File: config.mk
export PLATFORM = sky130hd
export DESIGN_NAME = vib_ctrl
export DESIGN_NICKNAME = d
export VERILOG_FILES = /design/src/core/vib_pkg.sv /design/src/core/vib_ctrl.sv /design/src/core/vib_operand_class.sv
export VERILOG_INCLUDE_DIRS = /design/src /design/src/core
export SDC_FILE = /design/constraint.sdc
export NUM_CORES = 1
export LEC_CHECK = 0
export BUFFER_PORTS_ARGS = -buffer_cell sky130_fd_sc_hd__clkbuf_2
export CAP_MARGIN = 20
export CORE_AREA = 2 2 82 84
export DETAILED_ROUTE_END_ITERATION = 10
export DIE_AREA = 0 0 84 86
export PLACE_DENSITY = 0.81
export SYNTH_ARGS = -nofsm -noshare
export SYNTH_HDL_FRONTEND = slang
export SYNTH_SLANG_ARGS = --single-unit
File: constraint.sdc
create_clock -name i_clk_sys -period 4.5 [get_ports i_clk_sys]
set_input_delay 0.9 -clock i_clk_sys [delete_from_list [all_inputs] [get_ports i_clk_sys]]
set_output_delay 0.9 -clock i_clk_sys [all_outputs]
set_load 0.02 [all_outputs]
File: src/core/vib_params.svh
`ifndef VIB_PARAMS_SVH
`define VIB_PARAMS_SVH
`define VIB_STRIDE_HI     21
`define VIB_STRIDE_LO     20
`define VIB_LEN_HI        18
`define VIB_LEN_LO        16
`define VIB_DN_BIT        25
`define VIB_FZ_BIT        24
`define VIB_EN_HI         12
`define VIB_EN_LO         8
`define VIB_STRIDE_ONE    2'h0
`define VIB_STRIDE_TWO    2'h3
`define VIB_SYS_EXC       4'h8
`define VIB_SYS_INST      4'h9
`define VIB_SYS_ID        4'h0
`define VIB_SP_BANK_MASK  5'h18
`define VIB_DP_BANK_MASK  5'h1C
`define VIB_SP_EXP_HI     30
`define VIB_SP_EXP_LO     23
`define VIB_DP_EXP_HI     62
`define VIB_DP_EXP_LO     52
`define VIB_CSR_RESET     32'h0000_0000
`endif

File: src/core/vib_pkg.sv
package vib_pkg;
    typedef enum logic [1:0] {
        VIB_IDLE = 2'h0,
        VIB_ITER = 2'h1,
        VIB_EXC  = 2'h3
    } vib_state_t;

    typedef enum logic [1:0] {
        VIB_OP_ARITH = 2'h0,
        VIB_OP_MOVE_TO = 2'h1,
        VIB_OP_MOVE_FROM = 2'h2,
        VIB_OP_OTHER = 2'h3
    } vib_op_t;

    typedef struct packed {
        vib_op_t     op;
        logic        dbl;
        logic [4:0]  dst;
        logic [4:0]  src_a;
        logic [4:0]  src_b;
        logic [3:0]  sys_reg;
        logic        pot_exc;
        logic        vec_dst;
        logic [63:0] opa;
        logic [63:0] opb;
    } vib_instr_t;

    typedef struct packed {
        logic [4:0] dst;
        logic [4:0] src_a;
        logic [4:0] src_b;
        logic       dbl;
        logic       last;
    } vib_iter_t;
endpackage

File: src/core/vib_ctrl.sv
`timescale 1ns/1ps
`include "vib_params.svh"
module vib_ctrl
    import vib_pkg::*;
(
    // Clock and reset
    input  wire logic        i_clk_sys,
    input  wire logic        i_rst,
    // Status and control word
    input  wire logic [31:0] i_fp_status_control_reg,
    // Instruction issue
    input  wire logic        i_issue,
    input  wire vib_instr_t  i_instr,
    // Results
    output logic             o_busy,
    output logic             o_bounce,
    output logic             o_trap,
    output logic             o_exc_state,
    output logic             o_iter_valid,
    output vib_iter_t        o_iter
);
    // ==========================================================
    // Decode helpers
    // ==========================================================
    function automatic logic [4:0] step_reg(input logic [4:0] r, input logic [2:0] inc,
                                            input logic dbl);
        logic [4:0] m;
        logic [4:0] s;
        m = dbl ? `VIB_DP_BANK_MASK : `VIB_SP_BANK_MASK;
        s = r + {2'h0, inc};
        step_reg = (r & m) | (s & ~m);
    endfunction

    function automatic logic sys_exempt(input vib_instr_t ins);
        sys_exempt = (ins.op == VIB_OP_MOVE_TO || ins.op == VIB_OP_MOVE_FROM) &&
                     (ins.sys_reg == `VIB_SYS_EXC || ins.sys_reg == `VIB_SYS_INST ||
                      ins.sys_reg == `VIB_SYS_ID);
    endfunction

    logic [1:0] stride_f;
    logic [2:0] vector_length_field;
    logic [2:0] inc;
    logic       no_bounce_fast_mode;
    logic       any_enable;
    logic       sub_a, sub_b, spec_a, spec_b;

    assign stride_f            = i_fp_status_control_reg[`VIB_STRIDE_HI:`VIB_STRIDE_LO];
    assign vector_length_field = i_fp_status_control_reg[`VIB_LEN_HI:`VIB_LEN_LO];
    assign any_enable          = |i_fp_status_control_reg[`VIB_EN_HI:`VIB_EN_LO];
    assign no_bounce_fast_mode = i_fp_status_control_reg[`VIB_DN_BIT] &
                                 i_fp_status_control_reg[`VIB_FZ_BIT] & ~any_enable;
    // Stride 00 steps 1, 11 steps 2
    assign inc = (stride_f == `VIB_STRIDE_TWO) ? 3'h2 : 3'h1;

    vib_operand_class u_cls_a (
        .i_val       (i_instr.opa),
        .i_dbl       (i_instr.dbl),
        .o_subnormal (sub_a),
        .o_special   (spec_a)
    );
    vib_operand_class u_cls_b (
        .i_val       (i_instr.opb),
        .i_dbl       (i_instr.dbl),
        .o_subnormal (sub_b),
        .o_special   (spec_b)
    );

    // ==========================================================
    // Sequencer
    // ==========================================================
    vib_state_t state_q, state_d;
    logic       exc_q, exc_d;
    logic [2:0] left_q, left_d;
    logic [2:0] inc_q, inc_d;
    vib_iter_t  iter_q, iter_d;
    logic       ivld_q, ivld_d;
    logic       bounce_q, bounce_d;
    logic       trap_q, trap_d;
    logic       unsup;
    logic       arith;

    always_comb begin
        state_d  = state_q;
        exc_d    = exc_q;
        left_d   = left_q;
        inc_d    = inc_q;
        iter_d   = iter_q;
        ivld_d   = 1'b0;
        bounce_d = 1'b0;
        trap_d   = 1'b0;
        arith    = (i_instr.op == VIB_OP_ARITH);
        unsup    = arith && !no_bounce_fast_mode &&
                   (sub_a | sub_b | spec_a | spec_b);
        unique case (state_q)
            VIB_IDLE, VIB_EXC: begin
                if (i_issue) begin
                    if (exc_q && !sys_exempt(i_instr)) begin
                        // Trigger refused, nothing executed
                        bounce_d = 1'b1;
                        trap_d   = any_enable;
                        exc_d    = 1'b0;
                        state_d  = VIB_IDLE;
                    end else if (unsup) begin
                        bounce_d = 1'b1;
                        trap_d   = any_enable;
                    end else begin
                        if (arith && i_instr.pot_exc && !no_bounce_fast_mode) begin
                            exc_d   = 1'b1;
                        end
                        iter_d.dst   = i_instr.dst;
                        iter_d.src_a = i_instr.src_a;
                        iter_d.src_b = i_instr.src_b;
                        iter_d.dbl   = i_instr.dbl;
                        ivld_d       = arith;
                        inc_d        = inc;
                        if (arith && i_instr.vec_dst && vector_length_field != 3'h0) begin
                            // Length code plus one iterations
                            left_d      = vector_length_field;
                            iter_d.last = 1'b0;
                            state_d     = VIB_ITER;
                        end else begin
                            iter_d.last = 1'b1;
                            state_d     = exc_d ? VIB_EXC : VIB_IDLE;
                        end
                    end
                end
            end
            VIB_ITER: begin
                iter_d.dst   = step_reg(iter_q.dst, inc_q, iter_q.dbl);
                iter_d.src_a = step_reg(iter_q.src_a, inc_q, iter_q.dbl);
                iter_d.src_b = step_reg(iter_q.src_b, inc_q, iter_q.dbl);
                iter_d.last  = (left_q == 3'h1);
                ivld_d       = 1'b1;
                left_d       = left_q - 3'h1;
                if (left_q == 3'h1) begin
                    state_d = exc_q ? VIB_EXC : VIB_IDLE;
                end
            end
            default: state_d = VIB_IDLE;
        endcase
    end

    always_ff @(posedge i_clk_sys) begin
        if (i_rst) begin
            state_q  <= VIB_IDLE;
            exc_q    <= 1'b0;
            left_q   <= 3'h0;
            inc_q    <= 3'h1;
            iter_q   <= '0;
            ivld_q   <= 1'b0;
            bounce_q <= 1'b0;
            trap_q   <= 1'b0;
        end else begin
            state_q  <= state_d;
            exc_q    <= exc_d;
            left_q   <= left_d;
            inc_q    <= inc_d;
            iter_q   <= iter_d;
            ivld_q   <= ivld_d;
            bounce_q <= bounce_d;
            trap_q   <= trap_d;
        end
    end

    // Busy registered so the output comes from a flip-flop
    logic busy_q;
    always_ff @(posedge i_clk_sys) begin
        if (i_rst) begin
            busy_q <= 1'b0;
        end else begin
            busy_q <= (state_d == VIB_ITER);
        end
    end

    assign o_busy       = busy_q;
    assign o_bounce     = bounce_q;
    assign o_trap       = trap_q;
    assign o_exc_state  = exc_q;
    assign o_iter_valid = ivld_q;
    assign o_iter       = iter_q;

    // ==========================================================
    // Checks
    // ==========================================================
    a_stride_two: assert property (@(posedge i_clk_sys) disable iff (i_rst)
        (ivld_q && !iter_q.last && state_q == VIB_ITER && inc_q == 3'h2 && !iter_q.dbl
         && iter_q.dst[2:0] < 3'h6) |=> (iter_q.dst == $past(iter_q.dst) + 5'h2))
        else $error("stride two step wrong");
    a_stride_one: assert property (@(posedge i_clk_sys) disable iff (i_rst)
        (state_q == VIB_ITER && inc_q == 3'h1 && !iter_q.dbl && iter_q.dst[2:0] != 3'h7)
        |=> (iter_q.dst == $past(iter_q.dst) + 5'h1))
        else $error("stride one step wrong");
    a_bank_kept: assert property (@(posedge i_clk_sys) disable iff (i_rst)
        (state_q == VIB_ITER && !iter_q.dbl) |=> (iter_q.dst[4:3] == $past(iter_q.dst[4:3])))
        else $error("vector left its bank");
    a_len_four: assert property (@(posedge i_clk_sys) disable iff (i_rst)
        (state_q != VIB_ITER && state_d == VIB_ITER && left_d == 3'h3)
        |=> ivld_q ##1 ivld_q ##1 ivld_q ##1 (ivld_q && iter_q.last))
        else $error("length 011 not four iterations");
    a_scalar_one: assert property (@(posedge i_clk_sys) disable iff (i_rst)
        (state_q != VIB_ITER && ivld_d && state_d != VIB_ITER) |=> iter_q.last)
        else $error("scalar not single write");
    a_exc_enter: assert property (@(posedge i_clk_sys) disable iff (i_rst)
        (i_issue && state_q != VIB_ITER && !exc_q && !unsup && arith && i_instr.pot_exc
         && !no_bounce_fast_mode) |=> exc_q)
        else $error("exceptional state not entered");
    a_trigger_bounce: assert property (@(posedge i_clk_sys) disable iff (i_rst)
        (i_issue && exc_q && state_q != VIB_ITER && !sys_exempt(i_instr))
        |=> (o_bounce && !o_iter_valid && !exc_q))
        else $error("trigger not bounced");
    a_exempt_pass: assert property (@(posedge i_clk_sys) disable iff (i_rst)
        (i_issue && exc_q && state_q != VIB_ITER && sys_exempt(i_instr)) |=> !o_bounce)
        else $error("system move bounced");
    a_fast_nobounce: assert property (@(posedge i_clk_sys) disable iff (i_rst)
        (i_issue && !exc_q && state_q != VIB_ITER && no_bounce_fast_mode) |=> !o_bounce)
        else $error("bounce in fast mode");
    a_trap_enable: assert property (@(posedge i_clk_sys) disable iff (i_rst)
        o_trap |-> o_bounce)
        else $error("trap without bounce");

    c_vector: cover property (@(posedge i_clk_sys)
        state_q == VIB_ITER ##1 (ivld_q && iter_q.last));
    c_bounce: cover property (@(posedge i_clk_sys) o_bounce && !o_exc_state);
    c_exempt: cover property (@(posedge i_clk_sys) exc_q && i_issue && sys_exempt(i_instr));
endmodule

File: src/core/vib_operand_class.sv
`timescale 1ns/1ps
`include "vib_params.svh"
module vib_operand_class
    import vib_pkg::*;
(
    // Operand
    input  wire logic [63:0] i_val,
    input  wire logic        i_dbl,
    // Class
    output logic             o_subnormal,
    output logic             o_special
);
    logic [10:0] exp_v;
    logic        frac_nz;
    logic        exp_max;

    always_comb begin
        if (i_dbl) begin
            exp_v   = i_val[`VIB_DP_EXP_HI:`VIB_DP_EXP_LO];
            frac_nz = |i_val[`VIB_DP_EXP_LO-1:0];
            exp_max = &i_val[`VIB_DP_EXP_HI:`VIB_DP_EXP_LO];
        end else begin
            exp_v   = {3'h0, i_val[`VIB_SP_EXP_HI:`VIB_SP_EXP_LO]};
            frac_nz = |i_val[`VIB_SP_EXP_LO-1:0];
            exp_max = &i_val[`VIB_SP_EXP_HI:`VIB_SP_EXP_LO];
        end
        // Zero exponent with nonzero fraction
        o_subnormal = (exp_v == 11'h000) && frac_nz;
        // Infinities and NaNs go to support code
        o_special   = exp_max;
    end
endmodule

## Word level (Yosys, flattened, before mapping)

Index checks and enable logic that the tools add are counted.

- Bits in registers: 30
- Input port bits: 187
- Output and inout port bits: 22
- Word-level logic and storage cells: 130

- Add/subtract/negate cells: 4
- Equal/unequal tests: 14
- Mux-type cells: 42
- Bitwise operators: 20
- Reductions and logical operators: 37

Operator list:

| cell | count |
|---|---|
| $reduce_or 52->1 | 2 |
| $mux 17 | 3 |
| $reduce_or 23->1 | 2 |
| $and 5x5->5 | 6 |
| $pmux 15 s2 | 1 |
| $logic_not 11->1 | 2 |
| $mux 11 | 2 |
| $reduce_and 11->1 | 2 |
| $mux 1 | 19 |
| $mux 2 | 8 |
| $reduce_and 8->1 | 2 |
| $add 5x3->5 | 3 |
| $mux 3 | 5 |
| $or 5x5->5 | 3 |
| $logic_and 1x1->1 | 10 |
| $eq 4x4->1 const B | 2 |
| $ne 2x2->1 const B | 4 |
| $reduce_and 4->1 | 2 |
| $eq 2x1->1 const B | 3 |
| $eq 2x2->1 const B | 3 |
| $pmux 3 s2 | 1 |
| $not 1->1 | 5 |
| $not 5->5 | 1 |
| $reduce_and 5->1 | 1 |
| 17 further kinds | 25 |

## Logic depth before layout (Yosys ltp)

Gate-level depths: netlist of run 1.

- Word-level depth: 18
- Gate-level depth with buffers: 11
- Gate-level depth less buffers: 9

## Modules after synthesis

From an unflattened synthesis of run 1, not the netlist that was laid out.

- Cells, all modules: 249
- Area, all modules: 2195.9 µm²

Modules (own cells, without submodules):

| module | instances | cells an instance | area each (µm²) | seq. area each (µm²) |
|---|---|---|---|---|
| vib_ctrl | 1 | 181 | 1757.9 | 580.6 |
| vib_operand_class | 2 | 34 | 219.0 | 0.0 |

## Least setup slack after synthesis of run 1

No wires, ideal clock.

- Path kind: in2reg
- Start: input i_instr[91] (netlist bit)
- End: register (tool-made name)
- Setup time: 122 ps
- Data arrival time: 2699 ps
- Data required time: 4378 ps
- Slack: 1679 ps
- Cell stages on the path: 9
- Buffers on the path: 1
- Cell sequence: or4_1 nor2_1 o21ai_1 a21oi_2 o31ai_4 and4_1 buf_6 and3b_1 o32a_1

RTL lines:

| what | RTL line | text |
|---|---|---|
| start: declaration | vib_ctrl.sv:13 | `input wire vib_instr_t i_instr,` |

==> summary.md, run 1 <==
| Metric | Value |
|---|---|
| Max-cap viol count | 0 |
| GRT Total Usage | 20.07% |
| CTS resizes | 0 |
| Post-Route WL | around 7.3 mm |
| Row cnt | 29 |
| Antenna Nets Post-Route | 0 |
| Initial Util | a little over a third |
| R2r endpoint | left_q[1] |
| VDD IR max | 221.4 µV |
| Post-Syn Nets | 456 |
| CORE AREA | 6277 µm² |
| Crit path DAT | 3710 ps |
| EDFF count, synth | 0 |
| Slew Limit Fails | 0 |
| R2r startpoint | state_q[0] |
| Worst Hold End | o_iter[0] |
| Postcts setup bufs | 0 |
| DRT iter0 DRCs | 124 |
| R2R cell count | 7 |
| Port bufs | 186 |
| Vias in the first global route | 2668 |
| CP required | 4720 ps |
| DP Wirelength | 6.215 mm |
| HP Class | reg -> reg |
| Via/cell ratio | 5.278 |
| Synth Warn # | 0 |
| # setup viols final | 0 |
| Achievable frequency | 286.5 MHz |
| Filler Cell Count | 600 |
| Cells after synthesis | 258 |
| Gr ovfl total | 0 |
| Slew margin rel. | 44.82% |
| Syn_area_per_cell | ~8.4 µm² |
| CTS tree | yes |
| Final core utilization | 51.31% |
| DR pass1 iterations | 4 |
| Final Hold Viols | 0 |
| Unrepaired setup endpoints after global routing | no |
| Worst-margin pin slew | ~820 ps |
| Die width | 84 µm |
| HP Start | o_iter[0] |
| Clock-pin slew on the worst setup and hold paths | 60 ps |
| # diodes | 0 |
| Crit path capture type | flop |
| Placer congestion estimate | 0.9046 |
| Mapped cell area | roughly 2200 µm² |
| Clock sink count | 29 |
| Final TNS setup | 0 ps |
| Final min period | 3490 ps |
| Num CTS Buffers | 5 |
| Synth cell types | 52 |
| Post-synth ARST share | 0% |
| Fin crit share | 77.56% |
| Clk_skew | 5.808 ps |
| Hold-fix buffers, CTS | 0 |
| Status | complete, no violations |
| P_leak | 1.505 nW |
| PwrDens | 232.6 nW/µm² |
| Initial antenna violation count | 0 |
| Register bit total from synthesis | 29 |
| Internal reg-to-reg setup slack | about 2000 ps |
| Fin nets | 638 |
| Wirelength per Cell | 14.16 µm |
| Synth-to-layout area growth | 47.93% |
| Sequential share of the synthesized area | 26.67% |
| DR DRC count | 0 |
| Root Driver | clkbuf_8 |
| DIE HEIGHT | 86 µm |
| First-pass GRT wire length | 11.97 mm |
| Clk_lat worst skew | 280 ps |
| Largest net degree at the start of global routing | 33 |
| Via Count | around 2.7k |
| Bufs on Longest Clock Path | 2 |
| Crit Path Max Fanout | 16 |
| Hold depth | 2 |
| Share of layout cells above drive strength 1 | 50.34% |
| Count of boundary I/O pins | 209 |
| Prevailing post-synth register cell | dfxtp_1 |
| Crit start category | input pin |
| WS Path Type | in -> reg |
| CTS H-tree lvls | 2 |
| Die ar. | 7224 µm² |
-- logic make-up (layout without fill, tap and decap cells) --
logic type | after synthesis | count (layout) | share of synthesized area, %
AOI/OAI and AO/OA | 46 | 46 | 19.25
and+or+nand+nor | 146 | 146 | 39.94
adders and majority gates | 11 | 11 | 7.357
DFF | 29 | 29 | 26.67
xor gates and xnor gates | 3 | 3 | 1.207
buffers and inverters | 22 | 205 | 5.115
muxes | 1 | 1 | 0.4598
-- cells in the final DEF (no fill, tap or decap), drive strengths merged, types with 5 or more instances in the layout --
master / count
nand2: 15
nand2b: 5
inv: 11
a221oi: 7
a32oi: 6
clkbuf: 191
ha: 8
dfxtp: 29
nor4: 28
nand4: 15
nor3: 20
a31oi: 5
nor2: 26
a21oi: 10
nor2b: 7
nand3: 13
-- Yosys cell counts, types with 3 or more instances --
cell type	n	area, µm²
a221oi_2	5	75.07
a21oi_2	4	35.03
a21oi_1	5	25.02
nand4_1	15	93.84
a32oi_1	6	52.55
nor4_2	6	75.07
nor4_1	22	137.6
o32a_1	3	30.03
nand2_1	14	52.55
clkbuf_1	5	18.77
a31oi_1	5	31.28
nor2b_1	7	43.79
and3b_1	4	35.03
ha_1	8	100.1
nand2b_1	5	31.28
nor2_1	26	97.59
nor3_1	16	80.08
fa_1	3	60.06
inv_1	11	41.29
buf_6	3	33.78
nor3_2	4	40.04
xor2_1	3	26.28
or4_1	3	22.52
nand3_1	13	65.06
dfxtp_1	29	580.6
-- metrics by stage --
stage	hold slack, ps	total power, mW	setup slack (ps)	std cells	cell area, µm²
floorplan	449.8	0.4337	1679	258	2177
finish	471.7	0.7489	1010	518	3221
detailed placement	459.8	0.5481	709.6	510	3134
global placement	451.5	0.5387	779.9	510	3134
global route	486.8	0.7927	756.9	518	3221
CTS	469.7	0.7581	991.4	518	3221
-- per-layer routing --
metal  track usage (%)  share of wire (%)  vias up
li1                  -                  -     1370
met1             23.12                 39     1241
met2             38.11                 53      112
met3             3.657                6.7       11
met4             5.279                1.3        0
met5                 0                  0        -
-- critical path: stages --
cell	delay, ps
clkbuf_2	90
or4_1	530
nor2_1	220
a21oi_1	160
o31ai_4	640
and4_1	750
and3b_1	280
o32a_1	140
-- final cells by class --
type	count	area, µm²	area share, %
multi-input combinational	207	1485	46.11
timing repair buffer	186	930.9	28.90
sequential	29	580.6	18.03
tap	77	96.34	2.991
clock buffer	5	68.82	2.137
inverter	11	41.29	1.282
clock inverter	3	17.52	0.5439
-- power by group --
part | internal, mW | total, mW | switching [mW]
Sequential | 0.278 | 0.295 | 0.0176
Clock | 0.106 | 0.207 | 0.100
Combinational | 0.117 | 0.247 | 0.130
-- worst max-delay path by stage --
stage,startpoint,to,depth (start not counted)
3_3_place_gp,i_instr[64],flop,9
5_1_grt,i_instr[81],flop,9
4_1_cts,i_instr[91],flop,8
6_report,i_instr[91],flop,8
2_1_floorplan,i_instr[91],flop,9
3_5_place_dp,i_instr[91],o_iter[0],8
No activity file was read; power rests on OpenSTA's default activity.
==> run 2: changes to the inputs <==
CORE_AREA = unset   (was 2 2 82 84)
CORE_MARGIN = 2   (was unset)
CORE_UTILIZATION = 33   (was unset)
DIE_AREA = unset   (was 0 0 84 86)
clock period = 2.92 ns   (was 4.5 ns; I/O delays follow)
==> run 2 against run 1 <==
  * Routed wire length up 1.2%
  * Via count up 1.5%
  * First-iteration DRC count shrank 13%
  * Combinational power increased by 60%
  * Clock skew increased by 2.0 ps
  * Clock power is 75% higher
  * Cell count rose by 1.5%
  * Setup slack worse by 670 ps
  * Largest cell class unchanged
==> summary.md, run 2 (synthesis results as in run 1) <==
| Metric | Value |
|---|---|
| Placer congestion estimate | 0.8996 (-0.55%) |
| PwrDens | 368.0 nW/µm² (+58%) |
| First-pass GRT wire length | 12.19 mm (+1.8%) |
| WS Path Type | in -> reg |
| Non-Filler Instances | 526 (+1.5%) |
| Hold depth | 2 (unchanged) |
| Gr ovfl total | 0 (unchanged) |
| Placed instance area | 3194 µm² (+1.9%) |
| Filler Cell Count | 596 (-0.67%) |
| Unrepaired setup endpoints after global routing | no |
| R2R cell count | 7 (unchanged) |
| Port bufs | 186 (unchanged) |
| Most frequent cells in the layout | 186 x clkbuf_2, 29 x dfxtp_1, 26 x nor2_1, 22 x nor4_1, 16 x nor3_1 |
| Via/cell ratio | 5.276 (about the same) |
| CTS resizes | 0 (unchanged) |
| Clk_lat worst skew | 280 ps (about the same) |
| Met2 Usage GRT | 36.36% (-1.7 points) |
| Num CTS Buffers | 5 (unchanged) |
| GRT Total Usage | 20.20% (+0.13 points) |
| Count of boundary I/O pins | 209 (unchanged) |
| Row cnt | 29 (unchanged) |
| Slew margin rel. | 54.30% (+9.5 points) |
| Largest net degree at the start of global routing | 33 (unchanged) |
| Wirelength per Cell | 14.11 µm (-0.35%) |
| VDD IR max | 293.8 µV (+33%) |
| Final TNS setup | 0 ps (unchanged) |
| DIE HEIGHT | 85.23 µm (-0.90%) |
| # diodes | 0 (unchanged) |
| Achievable frequency | 386.9 MHz |
| CORE AREA | 6350 µm² (+1.2%) |
| Power share of the sequential group | 37.6% (-1.8 points) |
| DP Wirelength | 6.358 mm (+2.3%) |
| Hold-fix buffers, CTS | 0 (unchanged) |
| Clock power share | 29.9% (+2.3 points) |
| Inst Count DP | 518 (+1.6%) |
| Initial Util | 34.29% (-0.40 points) |
| Postcts setup bufs | 0 (unchanged) |
| Share of layout cells above drive strength 1 | 51.22% (+0.88 points) |
| Crit path DAT | 2790 ps (-920 ps) |
| Post-Route WL | 7.420 mm (+1.2%) |
| CP required | 3120 ps (-1600 ps) |
| P_leak | 1.554 nW (+3.2%) |
| # setup viols final | 0 (unchanged) |
| P_int | 0.8301 mW (+66%) |
| DR DRC count | 0 (unchanged) |
| Internal reg-to-reg setup slack | 650 ps (-1400 ps) |
| Synth-to-layout area growth | 51.38% |
| Switching Share | 31.55% (-1.5 points) |
| Clk_skew | 7.838 ps (+2.030 ps) |
| Bufs on Longest Clock Path | 2 (unchanged) |
| M3 GR Usage | 3.210% (-0.45 points) |
| Logic pwr share | 32.5% (-0.5 points) |
| Via Count | 2775 (+1.5%) |
| Fin nets | 646 (+1.3%) |
| Max-cap viol count | 0 (unchanged) |
| Psw | 0.3827 mW (+55%) |
| Crit Path Max Fanout | 8 (-8) |
| Crit start category | input pin |
| Most common cell after layout, fill and taps aside | clkbuf_2 |
| Slew Limit Fails | 0 (unchanged) |
| Root Driver | clkbuf_8 |
| CTS H-tree lvls | 2 (unchanged) |
| Crit path capture type | flop |
| Die width | 85.23 µm (+1.5%) |
| Worst-margin pin slew | 685.4 ps (-131.9 ps) |
| Fin crit share | 88.52% |
| Vias in the first global route | 2806 (+5.2%) |
| Design Area, Final | 3296 µm² (+2.3%) |
| DRT iter0 DRCs | 108 (-13%) |
| Final Hold Viols | 0 (unchanged) |
| CTS tree | yes |
| Die ar. | 7263 µm² (+0.54%) |
| Initial antenna violation count | 0 (unchanged) |
| Antenna Nets Post-Route | 0 (unchanged) |
| HP Class | reg -> reg |
| GR Layer Usage met1 | 24.30% (+1.2 points) |
| Clock-pin slew on the worst setup and hold paths | 70 ps (about the same) |
| Final min period | 2585 ps |
| Status | complete, no violations |
| DR pass1 iterations | 4 (unchanged) |
| Clock sink count | 29 (unchanged) |
| Grt peak-use layer | met2 |
run 2: layout make-up:
cell class	count	area [µm²]	area share (%)
Inverter	11	41.29	1.253
Multi-Input combinational cell	207	1485	45.06
Clock buffer	7	96.34	2.923
Timing Repair Buffer	194	991.0	30.07
Clock inverter	1	5.005	0.1519
Tap cell	77	96.34	2.923
Sequential cell	29	580.6	17.62
run 2: final timing paths:
path                                    to   startpoint
worst max-delay path            o_iter[10]  i_instr[69]
worst min-delay path             o_iter[0]    o_iter[0]
worst max register to register      o_busy   state_q[0]
worst min register to register   o_iter[0]    o_iter[0]
run 2: worst max-delay path, stage by stage:
cell	delay [ps]
clkbuf_2	90
nor4_2	280
o211ai_1	170
nor4_2	290
a21oi_1	160
o31ai_4	310
and4_1	470
buf_4	220
a32oi_1	100
nor2_1	100
run 2: per-stage QoR:
step | power, mW | hold WS (ps) | setup WS [ps] | utilization [%]
2_1_floorplan | 0.6683 | 449.8 | 415.4 | -
3_3_place_gp | 0.8426 | 463.1 | 66.94 | 50.31
3_5_place_dp | 0.8577 | 472.6 | 26.33 | 50.31
4_1_cts | 1.227 | 483.2 | 310.1 | 51.90
5_1_grt | 1.287 | 507.8 | 154.3 | 51.90
6_report | 1.213 | 480.6 | 335.2 | 51.90
run 2: routing by layer:
layer | up-vias | part of all wire (%)
met5 | - | 0
met4 | 0 | 1.1
met3 | 8 | 6.9
met2 | 125 | 51
met1 | 1254 | 40
li1 | 1388 | -
run 2: power groups by stage:
stage / registers [mW] / clock network [mW] / logic [mW]
after floorplan: 0.492 / 0 / 0.176
after global placement: 0.462 / 0 / 0.380
after detailed placement: 0.465 / 0 / 0.393
after CTS: 0.455 / 0.377 / 0.395
after global routing: 0.460 / 0.392 / 0.435
final: 0.456 / 0.363 / 0.394
